**src/rtl/fesc_pkg.sv**
```systemverilog
package fesc_pkg;

    localparam int CLK_MHZ = 250;
    localparam int STROBE_CYC = 10;       // 40 ns per strobe phase, covers 35 ns pulses
    localparam int ADDR_W = 20;
    localparam int DATA_W = 16;

    localparam logic [11:0] UNLOCK_ADDR1 = 12'h555;
    localparam logic [11:0] UNLOCK_ADDR2 = 12'hAAA;
    localparam logic [7:0]  UNLOCK_DATA1 = 8'hAA;
    localparam logic [7:0]  UNLOCK_DATA2 = 8'h55;
    localparam logic [7:0]  ERASE_SETUP  = 8'h80;
    localparam logic [7:0]  CHIP_ERASE   = 8'h10;
    localparam logic [7:0]  SECTOR_ERASE = 8'h30;
    localparam logic [7:0]  ID_ENTRY     = 8'h90;
    localparam logic [7:0]  ID_EXIT      = 8'hF0;
    localparam int TOGGLE_BIT = 6;

    // worst-case times in milliseconds; chip erase timeout at typical x2
    localparam int SEC_SMALL_MAX_MS = 3000;
    localparam int SEC_LARGE_MAX_MS = 5000;
    localparam int CHIP_TMO_MS      = 50000;
    localparam longint CYC_PER_MS   = longint'(CLK_MHZ) * 1000;

    typedef enum logic [1:0] {FESC_OP_CHIP, FESC_OP_SECTOR, FESC_OP_ID_ENTRY,
                              FESC_OP_ID_EXIT} fesc_op_t;

endpackage

```
**src/rtl/fesc_bus_cycle.sv**
```systemverilog
`timescale 1ns/1ns
// one write or read strobe cycle on the flash pins
module fesc_bus_cycle
    import fesc_pkg::*;
(
    input  wire logic              clk,
    input  wire logic              rst,
    input  wire logic              start,
    input  wire logic              is_write,
    input  wire logic [ADDR_W-1:0] addr,
    input  wire logic [DATA_W-1:0] wdata,
    input  wire logic [DATA_W-1:0] dq_in,
    output logic                   done_q,
    output logic [DATA_W-1:0]      rdata_q,
    output logic                   ce_n_q,
    output logic                   oe_n_q,
    output logic                   we_n_q,
    output logic [ADDR_W-1:0]      a_q,
    output logic [DATA_W-1:0]      dq_out_q,
    output logic                   dq_oe_q
);

    logic [DATA_W-1:0] dq_s1_q;
    logic [DATA_W-1:0] dq_s2_q;
    logic [4:0]        cnt_q;
    logic [1:0]        ph_q;
    logic              wr_q;
    wire               tick = (cnt_q == 5'(STROBE_CYC - 1));

    ////////////////////////////////////////////////////////////////////////////////
    always_ff @(posedge clk)
    begin
        dq_s1_q <= dq_in;
        dq_s2_q <= dq_s1_q;
    end

    // phases: 0 idle, 1 setup, 2 strobe low, 3 recovery high
    always_ff @(posedge clk)
    begin
        done_q <= 1'b0;
        if (rst)
        begin
            ph_q <= 2'd0; cnt_q <= '0; ce_n_q <= 1'b1; oe_n_q <= 1'b1;
            we_n_q <= 1'b1; dq_oe_q <= 1'b0; a_q <= '0; dq_out_q <= '0;
            rdata_q <= '0; wr_q <= 1'b0;
        end
        else if (ph_q == 2'd0)
        begin
            cnt_q <= '0;
            if (start)
            begin
                ph_q <= 2'd1; a_q <= addr; dq_out_q <= wdata; wr_q <= is_write;
                dq_oe_q <= is_write; ce_n_q <= 1'b0;
            end
        end
        else
        begin
            cnt_q <= tick ? '0 : cnt_q + 5'd1;
            if (tick)
            begin
                ph_q <= ph_q + 2'd1;
                if (ph_q == 2'd1)
                begin
                    we_n_q <= ~wr_q;
                    oe_n_q <= wr_q;  // each read toggles output enable
                end
                else if (ph_q == 2'd2)
                begin
                    if (!wr_q)
                        rdata_q <= dq_s2_q;
                    we_n_q <= 1'b1; oe_n_q <= 1'b1; ce_n_q <= 1'b1;
                end
                else
                begin
                    dq_oe_q <= 1'b0; done_q <= 1'b1;
                end
            end
        end
    end

endmodule

```
**src/rtl/fesc_ctrl.sv**
```systemverilog
`timescale 1ns/1ns
module fesc_ctrl
    import fesc_pkg::*;
#(
    parameter longint SEC_SMALL_TMO_CYC = longint'(SEC_SMALL_MAX_MS) * CYC_PER_MS,
    parameter longint SEC_LARGE_TMO_CYC = longint'(SEC_LARGE_MAX_MS) * CYC_PER_MS,
    parameter longint CHIP_TMO_CYC      = longint'(CHIP_TMO_MS) * CYC_PER_MS
)
(
    input  wire logic              clk,
    input  wire logic              rst,
    input  wire logic              req,
    input  wire fesc_op_t          op,
    input  wire logic [ADDR_W-1:0] req_addr,
    input  wire logic              sector_large,
    input  wire logic [DATA_W-1:0] dq_in,
    output logic                   busy_q,
    output logic                   done_q,
    output logic                   timeout_q,
    output logic                   id_mode_q,
    output logic [DATA_W-1:0]      maker_code_q,
    output logic [DATA_W-1:0]      device_code_q,
    output logic                   ce_n,
    output logic                   oe_n,
    output logic                   we_n,
    output logic [ADDR_W-1:0]      a,
    output logic [DATA_W-1:0]      dq_out,
    output logic                   dq_oe
);

    typedef enum logic [2:0] {S_IDLE, S_CMD, S_POLL, S_IDRD, S_END} fesc_state_t;

    fesc_state_t       st_q;
    fesc_op_t          op_q;
    logic [2:0]        step_q;
    logic [ADDR_W-1:0] addr_q;
    logic              large_q;
    logic              go_q;
    logic              iswr_q;
    logic [ADDR_W-1:0] baddr_q;
    logic [DATA_W-1:0] bdata_q;
    logic              have_prev_q;
    logic              prev_tog_q;
    logic [35:0]       tmo_q;
    logic              cyc_done;
    logic [DATA_W-1:0] rdata;

    ////////////////////////////////////////////////////////////////////////////////
    // command table: step -> (address low bits, byte); high bits zero
    wire [2:0]  n_steps = (op_q == FESC_OP_CHIP || op_q == FESC_OP_SECTOR) ? 3'd6 :
                          (op_q == FESC_OP_ID_ENTRY) ? 3'd3 : 3'd3;
    wire        last_step = (step_q == n_steps - 3'd1);
    wire [7:0]  final_byte = (op_q == FESC_OP_CHIP) ? CHIP_ERASE : SECTOR_ERASE;
    // next word is looked up with the incremented step
    wire [2:0]  nstep = step_q + 3'd1;
    wire [11:0] n_taddr = (nstep == 3'd1 || nstep == 3'd4) ? UNLOCK_ADDR2 : UNLOCK_ADDR1;
    wire [7:0]  n_tbyte = (nstep == 3'd0 || nstep == 3'd3) ? UNLOCK_DATA1 :
                          (nstep == 3'd1 || nstep == 3'd4) ? UNLOCK_DATA2 :
                          (op_q == FESC_OP_ID_ENTRY) ? ID_ENTRY :
                          (op_q == FESC_OP_ID_EXIT)  ? ID_EXIT : ERASE_SETUP;
    wire        n_elast = (op_q == FESC_OP_CHIP || op_q == FESC_OP_SECTOR) && nstep == 3'd5;
    // sector erase carries the target sector address; chip erase uses 555
    wire [ADDR_W-1:0] cmd_addr_next = (n_elast && op_q == FESC_OP_SECTOR) ? addr_q :
                                      {{(ADDR_W-12){1'b0}}, n_taddr};
    // command on lower byte, upper byte driven zero
    wire [DATA_W-1:0] cmd_data_next = {{(DATA_W-8){1'b0}}, n_elast ? final_byte : n_tbyte};
    wire        cur_tog = rdata[TOGGLE_BIT];
    // only equality of two reads matters, never the value
    wire        settled = have_prev_q && (cur_tog == prev_tog_q);
    wire [35:0] tmo_lim = (op_q == FESC_OP_CHIP) ? 36'(CHIP_TMO_CYC) :
                          large_q ? 36'(SEC_LARGE_TMO_CYC) : 36'(SEC_SMALL_TMO_CYC);
    wire        tmo_hit = (tmo_q >= tmo_lim);

    ////////////////////////////////////////////////////////////////////////////////
    fesc_bus_cycle u_cyc (
        .clk      (clk),
        .rst      (rst),
        .start    (go_q),
        .is_write (iswr_q),
        .addr     (baddr_q),
        .wdata    (bdata_q),
        .dq_in    (dq_in),
        .done_q   (cyc_done),
        .rdata_q  (rdata),
        .ce_n_q   (ce_n),
        .oe_n_q   (oe_n),
        .we_n_q   (we_n),
        .a_q      (a),
        .dq_out_q (dq_out),
        .dq_oe_q  (dq_oe)
    );

    ////////////////////////////////////////////////////////////////////////////////
    always_ff @(posedge clk)
    begin
        go_q   <= 1'b0;
        done_q <= 1'b0;
        if (rst)
        begin
            st_q <= S_IDLE; op_q <= FESC_OP_CHIP; step_q <= '0; addr_q <= '0;
            large_q <= 1'b0; iswr_q <= 1'b0; baddr_q <= '0; bdata_q <= '0;
            have_prev_q <= 1'b0; prev_tog_q <= 1'b0; tmo_q <= '0; busy_q <= 1'b0;
            timeout_q <= 1'b0; id_mode_q <= 1'b0; maker_code_q <= '0;
            device_code_q <= '0;
        end
        else
        begin
            unique case (st_q)
                S_IDLE:
                begin
                    if (req)
                    begin
                        st_q <= S_CMD; op_q <= op; addr_q <= req_addr;
                        large_q <= sector_large; step_q <= '0; busy_q <= 1'b1;
                        timeout_q <= 1'b0; go_q <= 1'b1; iswr_q <= 1'b1;
                        // first word of every sequence: 555/AA
                        baddr_q <= {{(ADDR_W-12){1'b0}}, UNLOCK_ADDR1};
                        bdata_q <= {{(DATA_W-8){1'b0}}, UNLOCK_DATA1};
                    end
                end
                S_CMD:
                begin
                    if (cyc_done)
                    begin
                        if (!last_step)
                        begin
                            step_q <= step_q + 3'd1; go_q <= 1'b1;
                            baddr_q <= cmd_addr_next; bdata_q <= cmd_data_next;
                        end
                        else if (op_q == FESC_OP_ID_ENTRY)
                        begin
                            // id read at all-low address, bit 0 picks code
                            st_q <= S_IDRD; step_q <= '0; go_q <= 1'b1; iswr_q <= 1'b0;
                            baddr_q <= '0; id_mode_q <= 1'b1;
                        end
                        else if (op_q == FESC_OP_ID_EXIT)
                        begin
                            id_mode_q <= 1'b0; st_q <= S_END;
                        end
                        else
                        begin
                            // fixed poll address for the whole poll
                            st_q <= S_POLL; go_q <= 1'b1; iswr_q <= 1'b0;
                            baddr_q <= addr_q; have_prev_q <= 1'b0; tmo_q <= '0;
                        end
                    end
                end
                S_POLL:
                begin
                    tmo_q <= tmo_q + 36'd1;
                    if (cyc_done)
                    begin
                        // each read is a fresh output-enable pulse
                        prev_tog_q <= cur_tog; have_prev_q <= 1'b1;
                        if (settled)
                            st_q <= S_END;
                        else if (tmo_hit)
                        begin
                            timeout_q <= 1'b1; st_q <= S_END;
                        end
                        else
                            go_q <= 1'b1;
                    end
                end
                S_IDRD:
                begin
                    if (cyc_done)
                    begin
                        if (step_q == 3'd0)
                        begin
                            maker_code_q <= rdata; step_q <= 3'd1; go_q <= 1'b1;
                            baddr_q <= {{(ADDR_W-1){1'b0}}, 1'b1};
                        end
                        else
                        begin
                            device_code_q <= rdata; st_q <= S_END;
                        end
                    end
                end
                S_END:
                begin
                    busy_q <= 1'b0; done_q <= 1'b1; st_q <= S_IDLE;
                end
            endcase
        end
    end

endmodule

```
**config.mk**
```make
export PLATFORM = sky130hd
export DESIGN_NAME = fesc_ctrl
export DESIGN_NICKNAME = d
export VERILOG_FILES = /design/src/rtl/fesc_pkg.sv /design/src/rtl/fesc_bus_cycle.sv /design/src/rtl/fesc_ctrl.sv
export SDC_FILE = /design/constraint.sdc
export NUM_CORES = 1
export LEC_CHECK = 0
export ABC_CLOCK_PERIOD_IN_PS = 7800
export BUFFER_PORTS_ARGS = -buffer_cell sky130_fd_sc_hd__buf_4
export CAP_MARGIN = 20
export CORE_ASPECT_RATIO = 1.1
export CORE_MARGIN = 2
export CORE_UTILIZATION = 62
export CTS_CLUSTER_SIZE = 30
export DETAILED_ROUTE_END_ITERATION = 10
export PLACE_DENSITY = 0.91
export SYNTH_ARGS = -nofsm -noshare
export SYNTH_HDL_FRONTEND = slang
export SYNTH_HIERARCHICAL = 1
export SYNTH_SLANG_ARGS = --single-unit
```
**constraint.sdc**
```tcl
create_clock -name clk -period 7.8 [get_ports clk]
set_input_delay 0.39 -clock clk [delete_from_list [all_inputs] [get_ports clk]]
set_output_delay 0.39 -clock clk [all_outputs]
set_load 0.05 [all_outputs]
```
# Word-level counts from Yosys, hierarchy flattened
# Index checks and enable logic that the tools add are counted.
# op_classes
n_eq_ne,35
reduce_logical,42
addsub,5
n_mux,93
bitwise_logic,5
n_lt_le_gt_ge,1
# op_table
cell,count
$mux 20,8
$mux 36,4
$pmux 36 s2,1
$pmux 20 s3,1
$mux 3,17
$mux 16,3
$mux 1,39
$add 36x1->36 const B,1
$ge 36x34->1,1
$mux 34,1
$pmux 16 s2,1
$mux 31,1
$mux 8,3
$ne 2x2->1 const B,10
$reduce_and 5->1,4
$reduce_and 6->1,3
$reduce_and 4->1,4
$reduce_bool 2->1,8
$pmux 3 s5,1
$mux 7,2
$mux 12,1
$ne 2x1->1 const B,5
$reduce_and 2->1,5
$eq 3x2->1 const B,3
28 further kinds,54
# word_totals
input_bits,42
reg_bits,238

# Logic depth before layout (Yosys ltp)
# logic_depth
ltp_word,9
mapped_depth,10
depth_no_buf,9

# Hierarchy
# Netlist, hierarchy kept.
# modules_own_cells
mod,area_each_um2,seq_area_each_um2,cells_per_inst,n_inst
fesc_ctrl,6219.7,2622.5,764,1
fesc_bus_cycle,3059.2,1941.9,311,1

# Least setup slack after synthesis
# OpenSTA, ideal clock, no wires.
# synth_path
path_type,register to register
start,register op_q[0]
end,register go_q
slack_ns,5.019
n_path_buf,1
arrival_ns,2.645
synth_period_minus_slack_ns,2.781
path_stages_with_launch,10
cell_sequence,dfxtp_1 > or2_2 > clkbuf_1 > ha_1 > or4b_1 > a211o_1 > nor4_1 > a211o_1 > a2111o_1 > a31oi_1
# synth_via
elab_chain_len,8
# synth_lines
item,line,rtl
start: declaration,fesc_ctrl.sv:34,fesc_op_t op_q;
start signal: assignment,fesc_ctrl.sv:100,st_q <= S_IDLE; op_q <= FESC_OP_CHIP; step_q <= '0; addr_q <= '0;
start signal: assignment,fesc_ctrl.sv:113,st_q <= S_CMD; op_q <= op; addr_q <= req_addr;
branches (longest 7 deep; another with $ge 36x34->1),-,
$pmux 1 s4 *,fesc_ctrl.sv:108,unique case (st_q)
end signal: assignment,fesc_ctrl.sv:115,timeout_q <= 1'b0; go_q <= 1'b1; iswr_q <= 1'b1;
end signal: assignment,fesc_ctrl.sv:127,step_q <= step_q + 3'd1; go_q <= 1'b1;
end signal: assignment,fesc_ctrl.sv:133,st_q <= S_IDRD; step_q <= '0; go_q <= 1'b1; iswr_q <= 1'b0;
end: declaration,fesc_ctrl.sv:38,logic go_q;
# Every way passes the cells marked *.
# A chain may end at the register's enable or synchronous reset.

# Final worst setup path
# layout_path
start,register op_q[1]
end,register go_q
# The elaborated chain is that of the path after synthesis.

==> results_dict.tcl <==
set metrics [dict create \
    path_cells "or2_2 -> ha_1 -> or4b_1 -> a211o_1 -> nor4_1 -> a211o_1 -> a2111o_1 -> a31oi_1" \
    grt_pass1_vias 7767 \
    fp-row-count 46 \
    cts_resized 0 \
    grt_antenna_before_repair 0 \
    ant_nets 0 \
    timing.rr.end "go_q" \
    io_buffer_count 117 \
    die_w_um 121 \
    crit_required_ns 8.15 \
    post-route-min-period_ns 3.28 \
    power_density_nw_per_um2 227 \
    die_h_um 132 \
    synth_compound_area_share_pct 13.8 \
    synth_area_leader_cell "dfxtp_1" \
    critical_path.endpoint_type "flop" \
    wl_per_cell_um 16.8 \
    syn_to_final_growth_pct 21.0 \
    cts_buffers 22 \
    synth_fa_ha_area_share_pct 3.86 \
    antenna_cells 0 \
    r2r_start "op_q[1]" \
    power_mw 2.55 \
    cts_root_buffer "clkbuf_16" \
    synth-seq-cells 228 \
    synthCells 1075 \
    drc 0 \
    max_stage_delay_ns 0.54 \
    synth.top_cells.by_count "228 x dfxtp_1, 220 x nand2_1, 125 x a21oi_1" \
    crit_path_start "op_q[1]" \
    relSlewSlack_pct 35.5 \
    wl_mm 23.4 \
    synth_top_area_share_pct 49.2 \
    dp.final_hpwl_mm 14.5 \
    start_util_pct 64.0 \
    final_area_um2 11200 \
    clock_latency_ns 0.51 \
    setup_viol 0 \
    drtIter0Drc 786 \
    path_max_fanout 24 \
    clock-sinks 228 \
    endpoint "go_q" \
    tns_ns 0 \
    worst-slew-pin-transition_ns 0.967 \
    routed_via_density 5.87 \
    grt_pass1_wl_mm 37.8 \
    outcome "finished clean" \
    synthMuxAreaShare_pct 2.60 \
    rsz0062_at_grt "false" \
    synth-edff-count 0 \
    critical-path-slowest-cell "dfxtp_1" \
    ys.flop_type "dfxtp_1" \
    synth_xor_area_share_pct 3.59 \
    synth_top_family_by_area "simple AND/OR/NAND/NOR gates" \
    cts_max_level 1 \
    io_pins 118 \
    crit_path_frequent_cell "a211o_1" \
    drive_above_1_share_pct 15.6 \
    cts.clk_slew.worst_paths_ns 0.07 \
    hold_viol 0 \
    timing.fmax_mhz 305 \
    irDropWorstVdd_mv 0.197 \
    cts_buffer_depth 3 \
    crit_path_start_kind "flop" \
    vias 8202 \
    layout.nets 1258 \
    p_leak_nw 4.51 \
    slew_violations 0 \
    ys_seq_area_share_pct 49.2 \
    cts_tree "done" \
    synth_cell_types 70 \
    place_area_um2 10200 \
    period_share_pct 42.0 \
    cts_setup_buffers 0 \
    yosysMostFrequentCell "dfxtp_1" \
    netlist_area_um2 9280 \
    async_reset_ff_share_pct 0 \
    gp_congestion 0.891 \
    synth_simple_gate_area_share_pct 23.3 \
    hp-class "in2reg" \
    synth_area_leaders "dfxtp_1 49%, nand2_1 8.9%, a21oi_1 6.7%" \
    die_area_um2 16000 \
    worst_clock_skew_ns 0.0200 \
    core_um2 14500 \
    firstDrtPassIters 6 \
    r2r_setup_slack_ns 4.52 \
    grt_usage_pct 28.6 \
    cap_violations 0 \
    overflow 0 \
    criticalPathCategory "reg2reg" \
    n_fill_cell 961 \
    synth.avg_cell_area_um2 8.63 \
    r2r_cells 8 \
    cp.arrival_ns 3.63 \
    grt_start_max_net_pins 98 \
    fin_util_pct 77.4 \
    yosysWarnings 6 \
]
-- critical path, delay by kind of cell, from the launching register on --
kind	cells	cell delay [ns]
and+or+nand+nor	3	1.49
AOI/OAI and AO/OA	4	0.77
DFF	1	0.54
adders and majority gates	1	0.32
-- worst min path at each step --
| stage | from | to | slack, ns | cells past startpoint |
|---|---|---|---|---|
| floorplan | u_cyc/dq_s1_q[0] | u_cyc/dq_s2_q[0] | 0.31 | 0 |
| global placement | u_cyc/dq_s1_q[2] | u_cyc/dq_s2_q[2] | 0.31 | 0 |
| detailed placement | u_cyc/dq_s1_q[12] | u_cyc/dq_s2_q[12] | 0.31 | 0 |
| CTS | op[0] | op_q[0] | 0.13 | 3 |
| global route | req_addr[13] | addr_q[13] | 0.13 | 3 |
| finish | op[0] | op_q[0] | 0.13 | 3 |
-- through the flow --
stage                     hold WS, ns  cells  setup slack [ns]
after CTS                       0.128   1394              4.58
after floorplan                 0.310   1082              5.02
after global placement          0.311   1338              4.67
after global routing            0.132   1397              4.31
after detailed placement        0.312   1338              4.61
final                           0.128   1397              4.52
-- final cells by class --
type | count | area [um^2] | share of cell area (%)
flip-flops and latches | 228 | 4560 | 40.7
multi-input cells | 777 | 4430 | 39.5
repair buffers | 144 | 1130 | 10.1
clock buffers | 30 | 651 | 5.80
well taps | 192 | 240 | 2.14
clock inverters | 10 | 149 | 1.33
inverters | 16 | 60.1 | 0.535
-- kinds of logic after synthesis --
family | count (synthesis)
AO/OA/AOI/OAI | 215
XOR/XNOR | 38
adder cells (fa/ha/maj) | 29
buffers and inverters | 77
flip-flops | 228
multiplexers | 24
other | 1
AND/OR/NAND/NOR | 463
-- layer usage --
metal,vias to the layer above,routed length [um],global-route usage (%)
met5,-,0,0
met4,0,765,10.7
met3,68,1710,4.76
met2,380,11500,49.5
met1,3848,9420,35.6
li1,3906,-,-
-- timing repair --
action,in CTS,in global routing
hold buffers,16,0
hold endpoints to repair,16,0
endpoints found under the setup margin,0,0
-- placed cells by master, fill, tap and decap left out, types with 8 or more instances in the layout --
| cell | netlist | routed |
|---|---|---|
| a211oi_1 | 12 | 12 |
| a21oi_1 | 125 | 125 |
| a22oi_1 | 10 | 10 |
| a31oi_1 | 9 | 9 |
| and3_1 | 11 | 11 |
| buf_4 | 0 | 125 |
| clkbuf_16 | 0 | 22 |
| conb_1 | 1 | 8 |
| dfxtp_1 | 228 | 228 |
| dlygate4sd3_1 | 0 | 16 |
| ha_1 | 27 | 27 |
| inv_1 | 16 | 16 |
| mux2i_1 | 23 | 23 |
| nand2_1 | 220 | 220 |
| nand2b_1 | 8 | 8 |
| nand3_1 | 28 | 28 |
| nand4_1 | 15 | 15 |
| nor2_1 | 105 | 105 |
| nor2b_1 | 8 | 8 |
| nor3_1 | 14 | 13 |
| o21ai_0 | 20 | 20 |
| or3_1 | 9 | 9 |
| xnor2_1 | 13 | 13 |
| xor2_1 | 25 | 25 |
-- report_power, final --
group | switching [mW] | internal (mW)
registers | 0.0227 | 1.20
clock network | 0.458 | 0.689
logic | 0.115 | 0.0651
-- sequential cells by signal, summed over array words and instances (netlist names), 2 cells and up --
| name | cells |
|---|---|
| u_cyc/cnt_q | 5 |
| bdata_q | 6 |
| u_cyc/dq_s2_q | 16 |
| u_cyc/dq_s1_q | 16 |
| u_cyc/dq_out_q | 16 |
| addr_q | 20 |
| u_cyc/rdata_q | 16 |
| maker_code_q | 16 |
| step_q | 3 |
| tmo_q | 36 |
| device_code_q | 16 |
| u_cyc/ph_q | 2 |
| u_cyc/a_q | 20 |
| st_q | 3 |
| baddr_q | 20 |
| op_q | 2 |
Note: power is estimated with default switching activity, not from simulation.
